===== config.mk =====
export PLATFORM = sky130hd
export DESIGN_NAME = tmr_regs
export DESIGN_NICKNAME = d
export VERILOG_FILES = /design/src/verilog/tmr_pkg.sv /design/src/verilog/tmr_chan.sv /design/src/verilog/tmr_regs.sv
export SDC_FILE = /design/constraint.sdc
export NUM_CORES = 1
export LEC_CHECK = 0
export BUFFER_PORTS_ARGS = -buffer_cell sky130_fd_sc_hd__buf_2
export CORE_AREA = 5 5 200 222
export CTS_CLUSTER_DIAMETER = 150
export DETAILED_ROUTE_END_ITERATION = 8
export DIE_AREA = 0 0 205 227
export HOLD_SLACK_MARGIN = 0.08
export PLACE_DENSITY = 0.78
export SYNTH_ARGS = -nofsm -noshare
export SYNTH_HDL_FRONTEND = slang
export SYNTH_HIERARCHICAL = 1
export SYNTH_SLANG_ARGS = --single-unit

===== constraint.sdc =====
create_clock -name ref_clk -period 7 [get_ports ref_clk]
set_clock_uncertainty 0.1 [all_clocks]
set_input_delay 0.7 -clock ref_clk [delete_from_list [all_inputs] [get_ports ref_clk]]
set_output_delay 0.7 -clock ref_clk [all_outputs]
set_load 0.03 [all_outputs]

===== src/verilog/tmr_pkg.sv =====
// constants for the timer upper-byte, compare, period and irq registers
// assumes a 32-bit avalon-mm slave port with byte addresses
package tmr_pkg;
  localparam int          NCH        = 4;
  localparam int          ADDR_W     = 16;
  localparam int          DATA_W     = 32;
  localparam int          NFLAG      = 6;
  // register indices; byte address is four times the index
  localparam logic [13:0] CTRL_IDX   [NCH] =
    '{14'h00BA, 14'h00C2, 14'h00CA, 14'h2F38};
  localparam logic [13:0] CNT_HI_IDX [NCH] =
    '{14'h00BD, 14'h00C5, 14'h00CD, 14'h2F3B};
  localparam logic [13:0] CMP_LO_IDX [NCH] =
    '{14'h00BE, 14'h00C6, 14'h00CE, 14'h2F3C};
  localparam logic [13:0] CMP_HI_IDX [NCH] =
    '{14'h00BF, 14'h00C7, 14'h00CF, 14'h2F3D};
  localparam logic [13:0] STATUS_IDX = 14'h00D5;
  localparam logic [13:0] IRQ_EN_IDX = 14'h3000;
  localparam logic [13:0] IRQ_CLR_IDX = 14'h3001;
  // reset values
  localparam logic [7:0]  RST_CTRL   = 8'h00;
  localparam logic [7:0]  RST_CMP    = 8'hFF;
  localparam logic [7:0]  RST_PER    = 8'hFF;
  localparam logic [7:0]  RST_DUTY   = 8'h00;
  localparam logic [5:0]  RST_STATUS = 6'h00;
  localparam logic [5:0]  RST_IRQ_EN = 6'h00;
  // control register fields
  localparam int          CTL_START  = 0;
  localparam int          CTL_CLK_LO = 2;
  localparam int          CTL_CAP    = 5;
  localparam int          CTL_PWM    = 6;
  // prescaler terminal counts, divide by 1,4,8,16,64,256,1024,2048
  localparam logic [10:0] DIV_LAST [8] =
    '{11'h000, 11'h003, 11'h007, 11'h00F,
      11'h03F, 11'h0FF, 11'h3FF, 11'h7FF};
endpackage


===== src/verilog/tmr_chan.sv =====
// one 16-bit timer/counter/capture/pwm channel with its prescaler
// assumes capture edge is already synchronised to ref_clk
`timescale 1ns/10ps
module tmr_chan (
  // clock and reset
  input  wire logic        ref_clk,
  input  wire logic        rst_n,
  // control from the register file
  input  wire logic        restart,
  input  wire logic        run,
  input  wire logic        cap_mode,
  input  wire logic        pwm_en,
  input  wire logic [2:0]  clk_sel,
  input  wire logic [15:0] compare,
  input  wire logic [15:0] period,
  input  wire logic [7:0]  duty_high,
  input  wire logic        cap_edge,
  // state back to the register file
  output logic      [15:0] count,
  output logic      [15:0] captured,
  output logic             event_p,
  output logic             pwm
);
  typedef struct packed {
    logic [10:0] pre;
    logic [15:0] cnt;
    logic [15:0] cap;
    logic        evt;
    logic        pwm;
  } tmr_chan_st_t;

  tmr_chan_st_t s;
  tmr_chan_st_t n;
  logic         tick;

  // prescaler, counter, capture and pwm compare
  always_comb begin
    n     = s;
    n.evt = 1'b0;
    tick  = (s.pre >= tmr_pkg::DIV_LAST[clk_sel]);
    if (restart) begin
      n.pre = 11'h000;
      n.cnt = 16'h0000;
    end else if (run) begin
      n.pre = tick ? 11'h000 : s.pre + 11'h001;
      if (tick) begin
        if (pwm_en) begin
          if (s.cnt == period) begin
            n.cnt = 16'h0000;
            n.evt = 1'b1;
          end else begin
            n.cnt = s.cnt + 16'h0001;
          end
        end else if (cap_mode) begin
          n.cnt = s.cnt + 16'h0001;
        end else if (s.cnt == compare) begin
          n.cnt = 16'h0000;
          n.evt = 1'b1;
        end else begin
          n.cnt = s.cnt + 16'h0001;
        end
      end
    end
    if (cap_mode && cap_edge) begin
      n.cap = s.cnt;
      n.evt = 1'b1;
    end
    n.pwm = pwm_en && run && (s.cnt[15:8] < duty_high);
  end

  // state register
  always_ff @(posedge ref_clk) begin
    if (!rst_n) begin
      s <= '0;
    end else begin
      s <= n;
    end
  end

  assign count    = s.cnt;
  assign captured = s.cap;
  assign event_p  = s.evt;
  assign pwm      = s.pwm;

  restart_clear_a: assert property (
    @(posedge ref_clk) disable iff (!rst_n)
    restart |=> (s.cnt == 16'h0000))
    else $error("counter not cleared by restart");

  stop_hold_a: assert property (
    @(posedge ref_clk) disable iff (!rst_n)
    (!run && !restart) |=> $stable(s.cnt))
    else $error("stopped counter moved");

  div_one_a: assert property (
    @(posedge ref_clk) disable iff (!rst_n)
    (run && !restart && clk_sel == 3'h0 && !pwm_en && !cap_mode &&
     s.pre == 11'h000 && s.cnt != compare)
    |=> (s.cnt == $past(s.cnt) + 16'h0001))
    else $error("undivided clock did not count every cycle");

  capture_take_a: assert property (
    @(posedge ref_clk) disable iff (!rst_n)
    (cap_mode && cap_edge) |=> (s.cap == $past(s.cnt)))
    else $error("capture did not take the counter value");
endmodule // tmr_chan


===== src/verilog/tmr_regs.sv =====
// register file, bus slave and irq status for timer channels 2 to 5
// assumes avalon-mm master on ref_clk; capture pins are asynchronous
//
// Implementation choice: the Avalon-MM register port.
`timescale 1ns/10ps
// Notes on behaviour
// read high address gives counter upper byte
// capture high byte shares that address, read-only
// high address write loads duty, pwm only
// compare low byte write-only, resets ff
// compare high byte write-only, resets ff
// pwm mode routes low write to period
// pwm mode routes high write to period
// status holds six flags, top bits zero
// flag sets on event, write one clears
// flags set regardless of interrupt enable
// capture bit picks capture or timer mode
// start one clears and runs, zero stops
// clock select divides by 1 to 2048
// capture mode reads capture, else counter
module tmr_regs (
  // clock and reset
  input  wire logic        ref_clk,
  input  wire logic        rst_n,
  // avalon-mm slave
  input  wire logic [15:0] avs_address,
  input  wire logic        avs_read,
  input  wire logic        avs_write,
  input  wire logic [3:0]  avs_byteenable,
  input  wire logic [31:0] avs_writedata,
  output logic      [31:0] avs_readdata,
  output logic             avs_waitrequest,
  // timer 0 and 1 events, one-cycle pulses from ref_clk logic
  input  wire logic [1:0]  ext_tmr_evt,
  // capture pins of channels 2 to 5
  input  wire logic [3:0]  cap_pin,
  // channel outputs
  output logic      [3:0]  pwm_out,
  output logic             irq
);
  typedef struct packed {
    logic [3:0][7:0] ctrl;
    logic [3:0][7:0] cmp_lo;
    logic [3:0][7:0] cmp_hi;
    logic [3:0][7:0] per_lo;
    logic [3:0][7:0] per_hi;
    logic [3:0][7:0] duty_hi;
    logic [5:0]      status;
    logic [5:0]      irq_en;
    logic [3:0]      sync1;
    logic [3:0]      sync2;
    logic [3:0]      cap_prev;
    logic [3:0]      restart;
    logic            wait_r;
    logic [31:0]     rdata;
    logic            irq;
  } tmr_top_st_t;

  tmr_top_st_t s;
  tmr_top_st_t n;
  logic        req;
  logic        wr_go;
  logic [3:0]  cap_edge;
  logic [3:0]  chan_evt;
  logic [3:0]  chan_pwm;
  logic [5:0]  set_flags;
  logic [5:0]  clr_flags;
  logic [15:0] chan_cnt [tmr_pkg::NCH];
  logic [15:0] chan_cap [tmr_pkg::NCH];

  // word decode of the bus address against a register index
  function automatic logic hit(input logic [13:0] idx);
    hit = (avs_address[15:2] == idx) && (avs_address[1:0] == 2'h0);
  endfunction

  // read data for the current address
  function automatic logic [31:0] rd_mux(input tmr_top_st_t st);
    logic [31:0] r;
    r = 32'h0000_0000;
    for (int i = 0; i < tmr_pkg::NCH; i++) begin
      if (hit(tmr_pkg::CNT_HI_IDX[i])) begin
        if (st.ctrl[i][tmr_pkg::CTL_CAP]) begin
          r = {24'h00_0000, chan_cap[i][15:8]};
        end else begin
          r = {24'h00_0000, chan_cnt[i][15:8]};
        end
      end else if (hit(tmr_pkg::CTRL_IDX[i])) begin
        r = {24'h00_0000, st.ctrl[i]};
      end
    end
    if (hit(tmr_pkg::STATUS_IDX)) begin
      r = {26'h000_0000, st.status};
    end else if (hit(tmr_pkg::IRQ_EN_IDX)) begin
      r = {26'h000_0000, st.irq_en};
    end
    rd_mux = r;
  endfunction

  // bus strobes and capture edges
  assign req       = avs_read | avs_write;
  assign wr_go     = avs_write & ~s.wait_r & avs_byteenable[0];
  assign cap_edge  = s.sync2 & ~s.cap_prev;
  assign set_flags = {chan_evt, ext_tmr_evt};

  // write-one clears from status register and clear register
  always_comb begin
    clr_flags = 6'h00;
    if (wr_go && hit(tmr_pkg::STATUS_IDX)) begin
      clr_flags = avs_writedata[5:0];
    end else if (wr_go && hit(tmr_pkg::IRQ_CLR_IDX)) begin
      clr_flags = avs_writedata[5:0];
    end
  end

  // next state of registers, bus handshake and irq
  always_comb begin
    n         = s;
    n.restart = 4'h0;
    n.sync1   = cap_pin;
    n.sync2   = s.sync1;
    n.cap_prev = s.sync2;
    if (req && s.wait_r) begin
      n.wait_r = 1'b0;
      n.rdata  = rd_mux(s);
    end else begin
      n.wait_r = 1'b1;
    end
    for (int i = 0; i < tmr_pkg::NCH; i++) begin
      if (wr_go && hit(tmr_pkg::CTRL_IDX[i])) begin
        n.ctrl[i]    = avs_writedata[7:0];
        n.restart[i] = avs_writedata[tmr_pkg::CTL_START];
      end else if (wr_go && hit(tmr_pkg::CNT_HI_IDX[i])) begin
        if (s.ctrl[i][tmr_pkg::CTL_PWM]) begin
          n.duty_hi[i] = avs_writedata[7:0];
        end
      end else if (wr_go && hit(tmr_pkg::CMP_LO_IDX[i])) begin
        if (s.ctrl[i][tmr_pkg::CTL_PWM]) begin
          n.per_lo[i] = avs_writedata[7:0];
        end else begin
          n.cmp_lo[i] = avs_writedata[7:0];
        end
      end else if (wr_go && hit(tmr_pkg::CMP_HI_IDX[i])) begin
        if (s.ctrl[i][tmr_pkg::CTL_PWM]) begin
          n.per_hi[i] = avs_writedata[7:0];
        end else begin
          n.cmp_hi[i] = avs_writedata[7:0];
        end
      end
    end
    if (wr_go && hit(tmr_pkg::IRQ_EN_IDX)) begin
      n.irq_en = avs_writedata[5:0];
    end
    // set wins over a clear in the same cycle
    n.status = (s.status & ~clr_flags) | set_flags;
    n.irq    = |(n.status & n.irq_en);
  end

  // state register
  always_ff @(posedge ref_clk) begin
    if (!rst_n) begin
      s         <= '0;
      s.ctrl    <= {4{tmr_pkg::RST_CTRL}};
      s.cmp_lo  <= {4{tmr_pkg::RST_CMP}};
      s.cmp_hi  <= {4{tmr_pkg::RST_CMP}};
      s.per_lo  <= {4{tmr_pkg::RST_PER}};
      s.per_hi  <= {4{tmr_pkg::RST_PER}};
      s.duty_hi <= {4{tmr_pkg::RST_DUTY}};
      s.status  <= tmr_pkg::RST_STATUS;
      s.irq_en  <= tmr_pkg::RST_IRQ_EN;
      s.wait_r  <= 1'b1;
    end else begin
      s <= n;
    end
  end

  // the four channels, timers 2 to 5
  for (genvar g = 0; g < tmr_pkg::NCH; g++) begin : g_chan
    tmr_chan u_chan (
      .ref_clk   (ref_clk),
      .rst_n     (rst_n),
      .restart   (s.restart[g]),
      .run       (s.ctrl[g][tmr_pkg::CTL_START]),
      .cap_mode  (s.ctrl[g][tmr_pkg::CTL_CAP]),
      .pwm_en    (s.ctrl[g][tmr_pkg::CTL_PWM]),
      .clk_sel   (s.ctrl[g][tmr_pkg::CTL_CLK_LO +: 3]),
      .compare   ({s.cmp_hi[g], s.cmp_lo[g]}),
      .period    ({s.per_hi[g], s.per_lo[g]}),
      .duty_high (s.duty_hi[g]),
      .cap_edge  (cap_edge[g]),
      .count     (chan_cnt[g]),
      .captured  (chan_cap[g]),
      .event_p   (chan_evt[g]),
      .pwm       (chan_pwm[g])
    );
  end

  // outputs, all from flip-flops
  assign avs_readdata    = s.rdata;
  assign avs_waitrequest = s.wait_r;
  assign pwm_out         = chan_pwm;
  assign irq             = s.irq;

  flag_set_a: assert property (
    @(posedge ref_clk) disable iff (!rst_n)
    ext_tmr_evt[0] |=> s.status[0])
    else $error("timer 0 event did not set its flag");

  flag_clear_a: assert property (
    @(posedge ref_clk) disable iff (!rst_n)
    (wr_go && hit(tmr_pkg::STATUS_IDX) && avs_writedata[1] &&
     !ext_tmr_evt[1]) |=> !s.status[1])
    else $error("write one did not clear flag");

  count_read_a: assert property (
    @(posedge ref_clk) disable iff (!rst_n)
    (req && s.wait_r && hit(tmr_pkg::CNT_HI_IDX[0]) &&
     !s.ctrl[0][tmr_pkg::CTL_CAP])
    |=> (s.rdata == {24'h00_0000, $past(chan_cnt[0][15:8])}))
    else $error("counter high byte read wrong");

  capture_read_a: assert property (
    @(posedge ref_clk) disable iff (!rst_n)
    (req && s.wait_r && hit(tmr_pkg::CNT_HI_IDX[1]) &&
     s.ctrl[1][tmr_pkg::CTL_CAP])
    |=> (s.rdata == {24'h00_0000, $past(chan_cap[1][15:8])}))
    else $error("capture high byte read wrong");

  status_read_a: assert property (
    @(posedge ref_clk) disable iff (!rst_n)
    (req && s.wait_r && hit(tmr_pkg::STATUS_IDX))
    |=> (s.rdata[31:6] == 26'h000_0000) && !s.wait_r)
    else $error("status read shows high bits");

  duty_gate_a: assert property (
    @(posedge ref_clk) disable iff (!rst_n)
    (wr_go && hit(tmr_pkg::CNT_HI_IDX[2]) &&
     !s.ctrl[2][tmr_pkg::CTL_PWM]) |=> $stable(s.duty_hi[2]))
    else $error("duty changed outside pwm");

  period_route_a: assert property (
    @(posedge ref_clk) disable iff (!rst_n)
    (wr_go && hit(tmr_pkg::CMP_LO_IDX[2]) &&
     s.ctrl[2][tmr_pkg::CTL_PWM])
    |=> (s.per_lo[2] == $past(avs_writedata[7:0])) &&
        $stable(s.cmp_lo[2]))
    else $error("pwm low write not routed to period");

  compare_route_a: assert property (
    @(posedge ref_clk) disable iff (!rst_n)
    (wr_go && hit(tmr_pkg::CMP_HI_IDX[0]) &&
     !s.ctrl[0][tmr_pkg::CTL_PWM])
    |=> (s.cmp_hi[0] == $past(avs_writedata[7:0])) &&
        $stable(s.per_hi[0]))
    else $error("compare high write lost");

  period_high_a: assert property (
    @(posedge ref_clk) disable iff (!rst_n)
    (wr_go && hit(tmr_pkg::CMP_HI_IDX[2]) &&
     s.ctrl[2][tmr_pkg::CTL_PWM])
    |=> (s.per_hi[2] == $past(avs_writedata[7:0])))
    else $error("pwm high write not routed to period");

  // further register, flag and read-back checks
  compare_low_a: assert property (
    @(posedge ref_clk) disable iff (!rst_n)
    (wr_go && hit(tmr_pkg::CMP_LO_IDX[0]) &&
     !s.ctrl[0][tmr_pkg::CTL_PWM])
    |=> (s.cmp_lo[0] == $past(avs_writedata[7:0])) &&
        $stable(s.per_lo[0]))
    else $error("compare low write lost");

  duty_load_a: assert property (
    @(posedge ref_clk) disable iff (!rst_n)
    (wr_go && hit(tmr_pkg::CNT_HI_IDX[2]) &&
     s.ctrl[2][tmr_pkg::CTL_PWM])
    |=> (s.duty_hi[2] == $past(avs_writedata[7:0])))
    else $error("duty high write lost in pwm");

  compare_keep_a: assert property (
    @(posedge ref_clk) disable iff (!rst_n)
    (wr_go && hit(tmr_pkg::CMP_HI_IDX[2]) &&
     s.ctrl[2][tmr_pkg::CTL_PWM])
    |=> $stable(s.cmp_hi[2]))
    else $error("pwm high write reached compare");

  clear_reg_a: assert property (
    @(posedge ref_clk) disable iff (!rst_n)
    (wr_go && hit(tmr_pkg::IRQ_CLR_IDX) && avs_writedata[0] &&
     !ext_tmr_evt[0]) |=> !s.status[0])
    else $error("clear register did not clear flag");

  flag_sticky_a: assert property (
    @(posedge ref_clk) disable iff (!rst_n)
    (clr_flags == 6'h00)
    |=> ((s.status & $past(s.status)) == $past(s.status)))
    else $error("flag dropped without a clear");

  chan_flag_a: assert property (
    @(posedge ref_clk) disable iff (!rst_n)
    (|chan_evt)
    |=> ((s.status[5:2] & $past(chan_evt)) == $past(chan_evt)))
    else $error("channel event did not set its flag");

  irq_level_a: assert property (
    @(posedge ref_clk) disable iff (!rst_n)
    s.irq == |(s.status & s.irq_en))
    else $error("irq level disagrees with flags");

  ctrl_load_a: assert property (
    @(posedge ref_clk) disable iff (!rst_n)
    (wr_go && hit(tmr_pkg::CTRL_IDX[1]))
    |=> (s.ctrl[1] == $past(avs_writedata[7:0])))
    else $error("control write lost");

  restart_pulse_a: assert property (
    @(posedge ref_clk) disable iff (!rst_n)
    (wr_go && hit(tmr_pkg::CTRL_IDX[0]) &&
     avs_writedata[tmr_pkg::CTL_START]) |=> s.restart[0])
    else $error("start write gave no restart");

  restart_once_a: assert property (
    @(posedge ref_clk) disable iff (!rst_n)
    s.restart[0] |=> !s.restart[0])
    else $error("restart longer than one cycle");

  capture_flag_a: assert property (
    @(posedge ref_clk) disable iff (!rst_n)
    (cap_edge[1] && s.ctrl[1][tmr_pkg::CTL_CAP])
    |=> ##1 s.status[3])
    else $error("capture edge did not set its flag");

  status_value_a: assert property (
    @(posedge ref_clk) disable iff (!rst_n)
    (req && s.wait_r && hit(tmr_pkg::STATUS_IDX))
    |=> (s.rdata[5:0] == $past(s.status)))
    else $error("status read shows wrong flags");

  timer5_read_a: assert property (
    @(posedge ref_clk) disable iff (!rst_n)
    (req && s.wait_r && hit(tmr_pkg::CNT_HI_IDX[3]) &&
     !s.ctrl[3][tmr_pkg::CTL_CAP])
    |=> (s.rdata == {24'h00_0000, $past(chan_cnt[3][15:8])}))
    else $error("timer 5 high byte read wrong");

  mode_read_a: assert property (
    @(posedge ref_clk) disable iff (!rst_n)
    (req && s.wait_r && hit(tmr_pkg::CNT_HI_IDX[1]) &&
     !s.ctrl[1][tmr_pkg::CTL_CAP])
    |=> (s.rdata[7:0] == $past(chan_cnt[1][15:8])))
    else $error("timer mode read did not show counter");
endmodule // tmr_regs


After elaboration in Yosys (flattened, before gate mapping). Memories as Yosys holds them, arrays and structs flattened. Cells that the tools add are included.

$add $sub $neg: 8. Magnitude comparators: 12. Equal/unequal tests: 27. Multiplexer cells: 78. Bitwise gates (word level): 31. Reductions and logical operators: 85.

Operators by type and width (number): 32-bit two-way mux (9); 16-bit two-way mux (16); 14-bit by 8-bit equality test with 1-bit output, second input constant (13); 11-bit two-way mux (12); 16-bit equality test (8); 14-bit equality test, second input constant (6); 16-bit by 1-bit adder with 16-bit output, second input constant (4); 1-bit logical AND (51); 11-bit by 1-bit adder with 11-bit output, second input constant (4); 11-bit >= comparator (4); 8-bit two-way mux (5); 5-bit AND reduction (8); 1-bit two-way mux (33); 8-bit less-than comparator (4); 4-bit AND reduction (8); 6-bit two-way mux (3); 1-bit NOT (18); 4-bit >= comparator, second input constant (4); 3-bit NOT with 4-bit output (4); 2-bit AND reduction (8); 6-bit bitwise AND (2); 3-bit AND reduction (4); 2-bit OR reduction (4); 6-bit NOT (1); 7 further kinds (8).

Bits in registers: 434. Bits in read-only memories: 352. Input port bits: 62. Output and inout bits: 38. Logic and storage cells: 301. Memories kept: 4.

Memories: (no name shown) (depth 8, width 11, read ports 1, clocked after Yosys merged registers in 0, write ports 0, line tmr_chan.sv:40) `tick = (s.pre >= tmr_pkg::DIV_LAST[clk_sel]);`; (no name shown) (depth 8, width 11, read ports 1, clocked after Yosys merged registers in 0, write ports 0, line tmr_chan.sv:40); (no name shown) (depth 8, width 11, read ports 1, clocked after Yosys merged registers in 0, write ports 0, line tmr_chan.sv:40); (no name shown) (depth 8, width 11, read ports 1, clocked after Yosys merged registers in 0, write ports 0, line tmr_chan.sv:40).

Logic depth before layout (Yosys ltp). Gate-level depths: netlist of the first run.

Depth after elaboration: 12. Depth in mapped cells: 11. Gate-level depth less buffers: 10.

Hierarchy. The synthesis of the first run kept the hierarchy.

By module, submodules not included: tmr_regs (times used 1, cells each 1118, area each 10032.1 µm², sequential area each 4604.4 µm²); tmr_chan (g_chan[0].u_chan ...) (times used 3, cells each 389, area each 3195.6 µm², sequential area each 900.9 µm²); tmr_chan (g_chan[1].u_chan) (times used 1, cells each 391, area each 3134.3 µm², sequential area each 900.9 µm²).

Worst setup path before layout of the first run. Ideal clock, no wire load.

Kind: input to register. Start point: in avs_address[3]. End point: reg s, in the netlist irq. Library setup time: 0.125 ns. Arrival time: 2.839 ns. Data required time: 6.775 ns. Slack: 3.936 ns. Stages on the path: 9. Buffers on the path: 3. Path through: clkbuf_1 -> nor4_1 -> and4_1 -> clkbuf_1 -> and2_1 -> buf_2 -> mux2i_1 -> o21ba_2 -> o41a_1.

Cells in the longest elaborated chain, start to end: 10. Elaborated cells between the ends (all ways): 17. Classes of those cells: eq/ne: 3; mux: 3; bitwise: 4; reduce/logical: 7.

RTL lines: from (decl) (line tmr_regs.sv:26) `input wire logic [15:0] avs_address,`; 14-bit equality test (line tmr_regs.sv:73) `hit = (avs_address[15:2] == idx) && (avs_address[1:0] == 2'h0);`; 1-bit logical AND (line tmr_regs.sv:73); 1-bit logical AND (line tmr_regs.sv:110) `end else if (wr_go && hit(tmr_pkg::IRQ_CLR_IDX)) begin`; 6-bit two-way mux (line tmr_regs.sv:110); 6-bit two-way mux (line tmr_regs.sv:108) `if (wr_go && hit(tmr_pkg::STATUS_IDX)) begin`; 6-bit NOT (line tmr_regs.sv:154) `n.status = (s.status & ~clr_flags) | set_flags;`; 6-bit bitwise AND (line tmr_regs.sv:154); 6-bit OR (line tmr_regs.sv:154); 6-bit bitwise AND * (line tmr_regs.sv:155) `n.irq = |(n.status & n.irq_en);`; 6-bit OR reduction * (line tmr_regs.sv:155); to (signal assigned) (line tmr_regs.sv:172) `s <= n;`; to (decl) (line tmr_regs.sv:59) `tmr_top_st_t s;`.

Mark *: on every way between the ends. The rest lies on a longest branch, timed or not. A chain may end at the register's enable or synchronous reset.

==> results by group, run 1 <==
Hold path
  – Kind of path behind the tightest hold check: input port to flop
  – Cell count of the worst hold path: 2

Setup path
  – Most common cell type on the critical path: sky130_fd_sc_hd__nor4_1
  – WP data required: 7330 ps
  – Max stage delay on crit path: 740 ps
  – Critical path class: input port to flop
  – Highest-delay cell along the critical path: sky130_fd_sc_hd__nor4_1
  – Largest driver fanout on the critical path: 8
  – Crit-path cells: buf_2, nor4_1, nand2_1, nor4_1, nand4_1, mux2i_1, nor2b_1
  – Worst-case reg-to-reg path depth: 5
  – Arrival time of the worst setup path: 3570 ps
  – Startpoint kind of the worst setup timing path: input port
  – Worst Setup End Kind: flop

Placement
  – Final GP Congestion: about 0.9
  – Buffers added on ports: 48
  – Placement Cell Area: 20600 um2
  – Detailed-placement wirelength estimate: between 30000 and 40000 um

Clock network
  – Number of resized instances in the post-cts repair step: 0
  – Cell chosen for the clock root: sky130_fd_sc_hd__clkbuf_16
  – Max clock buf depth: 3
  – Post-CTS Repair Setup Buffers: 0
  – H-tree depth: 2
  – TritonCTS clock tree: built
  – Clock-pin slew on the worst setup and hold paths: ~60 ps
  – Hold-fix buffers at CTS: 0
  – Clock buffer count from CTS: 41
  – Worst-skew pair later-pin latency: 550 ps
  – Number of sinks handled by clock tree synthesis: approximately 380

Floorplan
  – Die height: 227 um
  – Number of placed I/O pins: 100
  – Number of placement rows: around 80
  – Initial core utilization: 0.506
  – Standard cell core area: ~42000 um2
  – Floorplan die width: slightly above 200 um
  – Floorplan die area: 46500 um2

STA
  – Final critical delay including setup and external delays: between 3000 and 4000 ps
  – Setup repair after global routing missed its margin: no
  – Final hold slack: approximately 260 ps
  – Final Max Tran Viols: 0
  – Final TNS setup: 0 ps
  – Slew at the pin with the worst max-slew slack: 1220 ps
  – Slew HR: 0.185
  – Final-report hold violation count: 0
  – Achievable clock frequency: roughly 300 MHz
  – Final setup violation count: 0
  – Share of the cycle needed by the critical path after routing: 0.463

Final layout
  – Fillcell total: around 3800
  – Layout cell share with drive strength beyond 1: 0.0779
  – Multi-input combinational cell area: ~12000 um2
  – Final Core Density: 0.527
  – Fin area: about 22000 um2
  – Layout net count: between 2000 and 2500
  – Sequential cell area in the final layout: around 7600 um2
  – Area overhead of the layout relative to synthesis: 4.12%

Global routing
  – Wire length of the first global-routing pass: between 80000 and 90000 um
  – Largest net degree at the start of global routing: between 100 and 150
  – Total GRT Usage: 0.230
  – Via count of the first global-routing pass: roughly 17000
  – Number of antenna violations at the first check in global routing: 4
  – Overflow left after global routing: 0

Flow run
  – Reported max-cap violation count: 0

Yosys
  – Yosys warnings: 6
  – Post-Synthesis Cell Area: 21200 um2
  – Cells after Synth: approximately 2500
  – Syn_area_per_cell: approximately 8.5 um2

Routing
  – Drt initial violations: 1602
  – Average via count per standard cell: between 5 and 6
  – Via count: 17278
  – WL/cell: 19.0 um
  – Number of iterations in the first detailed-routing pass: 5
  – Antenna Violating Nets Remaining: 0
  – Number of DRC violations after detailed routing: 0
  – Total Routed Length: 55900 um

Pwr
  – Power per cell area: 211 nW/um2
  – Leakage component of the power: roughly 8.4 nW
  – Maximum vdd drop: between 0.0001 and 0.00015 V

Run status
  – Outcome: complete, no violations
[registers in the layout, indices dropped and copies added, names as in the netlist]
name	cells
s	212
g_chan.u_chan/count	64
g_chan.u_chan/s	44
g_chan.u_chan/captured	32
avs_readdata	8
n	8
g_chan.u_chan/event_p	4
g_chan.u_chan/pwm	4
avs_waitrequest	1
irq	1
[worst max-delay path: cells and delay by family]
family	cells	cell delay, ps
buffers and inverters	1	120
AND/OR/NAND/NOR	5	2400
multiplexers	1	350
[per-layer routing]
layer / up-vias / global-route usage / wire (um)
li1: 8181 / - / -
met5: - / 0 / 11
met4: 2 / 0.103 / 2330
met2: 739 / 0.398 / 26900
met3: 173 / 0.0321 / 4190
met1: 8183 / 0.287 / 22500
[area by class of cell]
type	instances	share of cell area
sequential	378	0.344
antenna	6	0.000682
multi-input combinational	1779	0.531
timing repair buffer	63	0.0163
clock buffer	56	0.0533
clock inverter	17	0.0109
inverter	69	0.0118
tap	567	0.0322
[power breakdown]
part / internal, mW / switching, mW
registers: 2.16 / 0.0189
clock network: 1.40 / 0.880
logic: 0.0551 / 0.144
total: 3.61 / 1.04
[cells in the final DEF (no fill, tap or decap), types with 12 or more instances in the layout]
cell type                   instances
sky130_fd_sc_hd__xor2_1           108
sky130_fd_sc_hd__nand4b_1          12
sky130_fd_sc_hd__buf_4             15
sky130_fd_sc_hd__xnor2_1           60
sky130_fd_sc_hd__and3_1            36
sky130_fd_sc_hd__mux2i_1          154
sky130_fd_sc_hd__and2_1            33
sky130_fd_sc_hd__nand4_1           62
sky130_fd_sc_hd__o211ai_1          12
sky130_fd_sc_hd__a21oi_1           40
sky130_fd_sc_hd__nor4_1            36
sky130_fd_sc_hd__nor2b_1           66
sky130_fd_sc_hd__inv_1             66
sky130_fd_sc_hd__o22ai_1           18
sky130_fd_sc_hd__nor2_1            87
sky130_fd_sc_hd__buf_2             47
sky130_fd_sc_hd__conb_1            24
sky130_fd_sc_hd__a31oi_1           33
sky130_fd_sc_hd__nand2_1          395
sky130_fd_sc_hd__nor3_1            15
sky130_fd_sc_hd__clkbuf_16         43
sky130_fd_sc_hd__o21ai_0           60
sky130_fd_sc_hd__a21boi_0          60
sky130_fd_sc_hd__nand3_1          158
sky130_fd_sc_hd__ha_1              80
sky130_fd_sc_hd__nand2b_1          23
sky130_fd_sc_hd__or3_1             16
sky130_fd_sc_hd__dfxtp_1          378
sky130_fd_sc_hd__or4_1             12
[stage by stage]
step	setup WS (ps)	std cells	total power, mW
floorplan	3940	2507	2.38
global placement	3280	2856	2.42
detailed placement	3180	2856	2.42
finish	3760	2935	4.65
CTS	3760	2929	4.68
global route	3560	2932	4.79
[worst paths after layout]
| path | start | to | slack [ps] |
|---|---|---|---|
| worst max-delay path | avs_address[10] | s[75] | 3760 |
| worst min-delay path | cap_pin[0] | n[42] | 260 |
| worst max register to register | avs_waitrequest | s[129] | 3910 |
| worst min register to register | n[44] | n[40] | 340 |
Note: power is estimated with default switching activity, not from simulation.
==> inputs of run 2 (changes only) <==
==> constraint.sdc (replaced) <==
create_clock -name ref_clk -period 3.3 [get_ports ref_clk]
set_clock_uncertainty 0.1 [all_clocks]
set_input_delay 0.33 -clock ref_clk [delete_from_list [all_inputs] [get_ports ref_clk]]
set_output_delay 0.33 -clock ref_clk [all_outputs]
set_load 0.03 [all_outputs]
==> run 2 against run 1 <==
Effect of this change: core utilization increased by 0.62 points; final cell count rose by 1.2%; sequential share of layout area decreased by 0.40 points; hold slack worse by 170 ps; first-iteration DRC count fell by 3.9%; worst setup slack worse by 3400 ps; clock-buffer cell count is 4 higher; die area is the same; power increased by 110%.
==> results by group, run 2 (synthesized netlist as in run 1, its figures left out) <==
Run status
  – Outcome: complete, no violations

Final layout
  – Most used cells in the layout excluding fill and tap cells: 395 x sky130_fd_sc_hd__nand2_1, 378 x sky130_fd_sc_hd__dfxtp_1, 158 x sky130_fd_sc_hd__nand3_1, 154 x sky130_fd_sc_hd__mux2i_1, 108 x sky130_fd_sc_hd__xor2_1
  – Area overhead of the layout relative to synthesis: 5.34%
  – Largest register by flop count: s
  – Layout net count: 2511 (+1.5%)
  – Layout cell share with drive strength beyond 1: 0.0892 (+0.0113)
  – Flip-flop count of the largest register, all copies and words added: 212 (unchanged)
  – Post-route non-filler standard cell count: 2969 (+1.2%)
  – Commonest non-fill, non-tap cell in the layout: sky130_fd_sc_hd__nand2_1
  – Fillcell total: 3701 (-1.8%)

Setup path
  – Crit-path cells: or3_1, ha_1, nand2b_1, a31oi_1, o21ai_0, a31oi_1, buf_4, nand2_1, o31a_1, o22ai_1
  – Worst Setup End Kind: flop
  – Critical path class: flop to flop
  – WP data required: 3660 ps (-3670 ps)
  – Highest-delay cell along the critical path: sky130_fd_sc_hd__dfxtp_1
  – Most common cell type on the critical path: sky130_fd_sc_hd__a31oi_1
  – Arrival time of the worst setup path: 3300 ps (-270 ps)
  – Max stage delay on crit path: 430 ps (-310 ps)
  – Startpoint kind of the worst setup timing path: flop
  – Largest driver fanout on the critical path: 17 (+9)

Global routing
  – Number of antenna violations at the first check in global routing: 0 (-4)
  – Largest net degree at the start of global routing: 104 (-13%)
  – Total GRT Usage: 0.240 (+0.00997)
  – Via count of the first global-routing pass: 17048 (+1.9%)
  – Overflow left after global routing: 0 (unchanged)
  – Wire length of the first global-routing pass: 91100 um (+4.2%)

STA
  – Final Max Tran Viols: 0 (unchanged)
  – Slew at the pin with the worst max-slew slack: 916 ps (-304 ps)
  – Setup repair after global routing missed its margin: no
  – Final TNS setup: 0 ps (unchanged)
  – Final setup violation count: 0 (unchanged)
  – Final-report hold violation count: 0 (unchanged)
  – Final hold slack: 93.0 ps (-169 ps)
  – Achievable clock frequency: about 340 MHz
  – Share of the cycle needed by the critical path after routing: 0.890
  – Final critical delay including setup and external delays: approximately 3000 ps
  – Slew HR: 0.390 (+0.204)

Placement
  – Buffers added on ports: 48 (unchanged)
  – Detailed-placement wirelength estimate: 39500 um (+5.4%)
  – Final GP Congestion: 0.984 (+8.1%)
  – Number of cells in the design after placement: 2888 (+1.1%)

Clock network
  – Clock-pin slew on the worst setup and hold paths: 60 ps (about the same)
  – Cell chosen for the clock root: sky130_fd_sc_hd__clkbuf_16
  – Number of sinks handled by clock tree synthesis: 378 (unchanged)
  – Worst-skew pair later-pin latency: 540 ps (about the same)
  – Clock buffer count from CTS: 39 (-4.9%)
  – Max clock buf depth: 3 (unchanged)
  – Post-CTS Repair Setup Buffers: 0 (unchanged)
  – H-tree depth: 2 (unchanged)
  – TritonCTS clock tree: built

Routing
  – Via count: 17621 (+2.0%)
  – Antenna Violating Nets Remaining: 0 (unchanged)
  – Drt initial violations: 1540 (-3.9%)
  – Average via count per standard cell: 5.93 (+0.82%)
  – Total Routed Length: 57600 um (+3.0%)
  – Number of DRC violations after detailed routing: 0 (unchanged)
  – WL/cell: 19.4 um (+1.9%)
  – Number of iterations in the first detailed-routing pass: 5 (unchanged)

Flow run
  – Reported max-cap violation count: 0 (unchanged)

Pwr
  – Maximum vdd drop: 0.000259 V (+100%)
  – Leakage component of the power: 8.59 nW (+1.9%)
  – Power Total: 9.69 mW (+110%)
  – Power per cell area: 435 nW/um2 (+110%)

Floorplan
  – Floorplan die width: 205 um (unchanged)
  – Number of placed I/O pins: 100 (unchanged)
  – Number of placement rows: 79 (unchanged)
  – Floorplan die area: 46500 um2 (unchanged)
  – Die height: 227 um (unchanged)
  – Initial core utilization: 0.506 (unchanged)
  – Standard cell core area: 41800 um2 (unchanged)

Hold path
  – Kind of path behind the tightest hold check: input port to flop
==> run 2: cell types whose count changed in the layout (fill, tap and decap cells not counted) <==
| cell | change |
|---|---|
| sky130_fd_sc_hd__buf_12 | +2 |
| sky130_fd_sc_hd__buf_4 | +30 |
| sky130_fd_sc_hd__bufinv_16 | -3 |
| sky130_fd_sc_hd__clkbuf_16 | -2 |
| sky130_fd_sc_hd__clkbuf_8 | +6 |
| sky130_fd_sc_hd__clkinv_2 | -4 |
| sky130_fd_sc_hd__clkinvlp_4 | +1 |
| sky130_fd_sc_hd__diode_2 | -3 |
| sky130_fd_sc_hd__dlygate4sd3_1 | +7 |
==> run 2: path summary, 6_finish.rpt <==
| kind | end | slack, ps | depth (start not counted) | startpoint |
|---|---|---|---|---|
| setup / recovery | g_chan[3].u_chan/count[7] | 360 | 10 | s[250] |
| hold / removal | s[51] | 90 | 3 | avs_writedata[1] |
| setup reg to reg | g_chan[3].u_chan/count[7] | 360 | 10 | s[250] |
| hold reg to reg | n[38] | 340 | 1 | n[42] |
==> run 2: area by class of cell <==
cell class,instances,area (um2),area share
diodes,3,7.51,0.000337
inverters,69,259,0.0116
clock buffers,60,1210,0.0542
flip-flops and latches,378,7570,0.340
clock inverters,11,136,0.00612
well taps,567,709,0.0318
multi-input cells,1779,11700,0.525
repair buffers,102,694,0.0312
==> run 2: worst max-delay path, delay by kind of cell (launching register included) <==
kind	cells	cell delay [ps]
DFF	1	430
buffers and inverters	1	260
adders and majority gates	1	280
and+or+nand+nor	3	900
AOI/OAI and AO/OA	5	890
==> run 2: layer usage <==
metal / up-vias / global-route usage / routed length, um
met5: - / 0 / 0
met4: 0 / 0.120 / 2990
met3: 182 / 0.0336 / 3560
met2: 702 / 0.409 / 27500
met1: 8484 / 0.299 / 23500
li1: 8253 / - / -
==> run 2: through the flow <==
stage | area (um2) | worst slack (ps) | util
after CTS | 22300 | 427 | 0.533
after global routing | 22300 | 228 | 0.533
final | 22300 | 364 | 0.533
after global placement | 20900 | 290 | 0.499
after detailed placement | 20900 | 213 | 0.499
after floorplan | 21200 | 606 | -
==> run 2: report_power, final <==
group	internal, mW	switching [mW]
clock network	2.76	1.86
logic	0.129	0.321
registers	4.58	0.0423
==> run 2: repair_timing <==
item,4_1_cts,5_1_grt
hold buffers,7,0
endpoints found under the hold margin,16,0
gates resized for setup,0,0
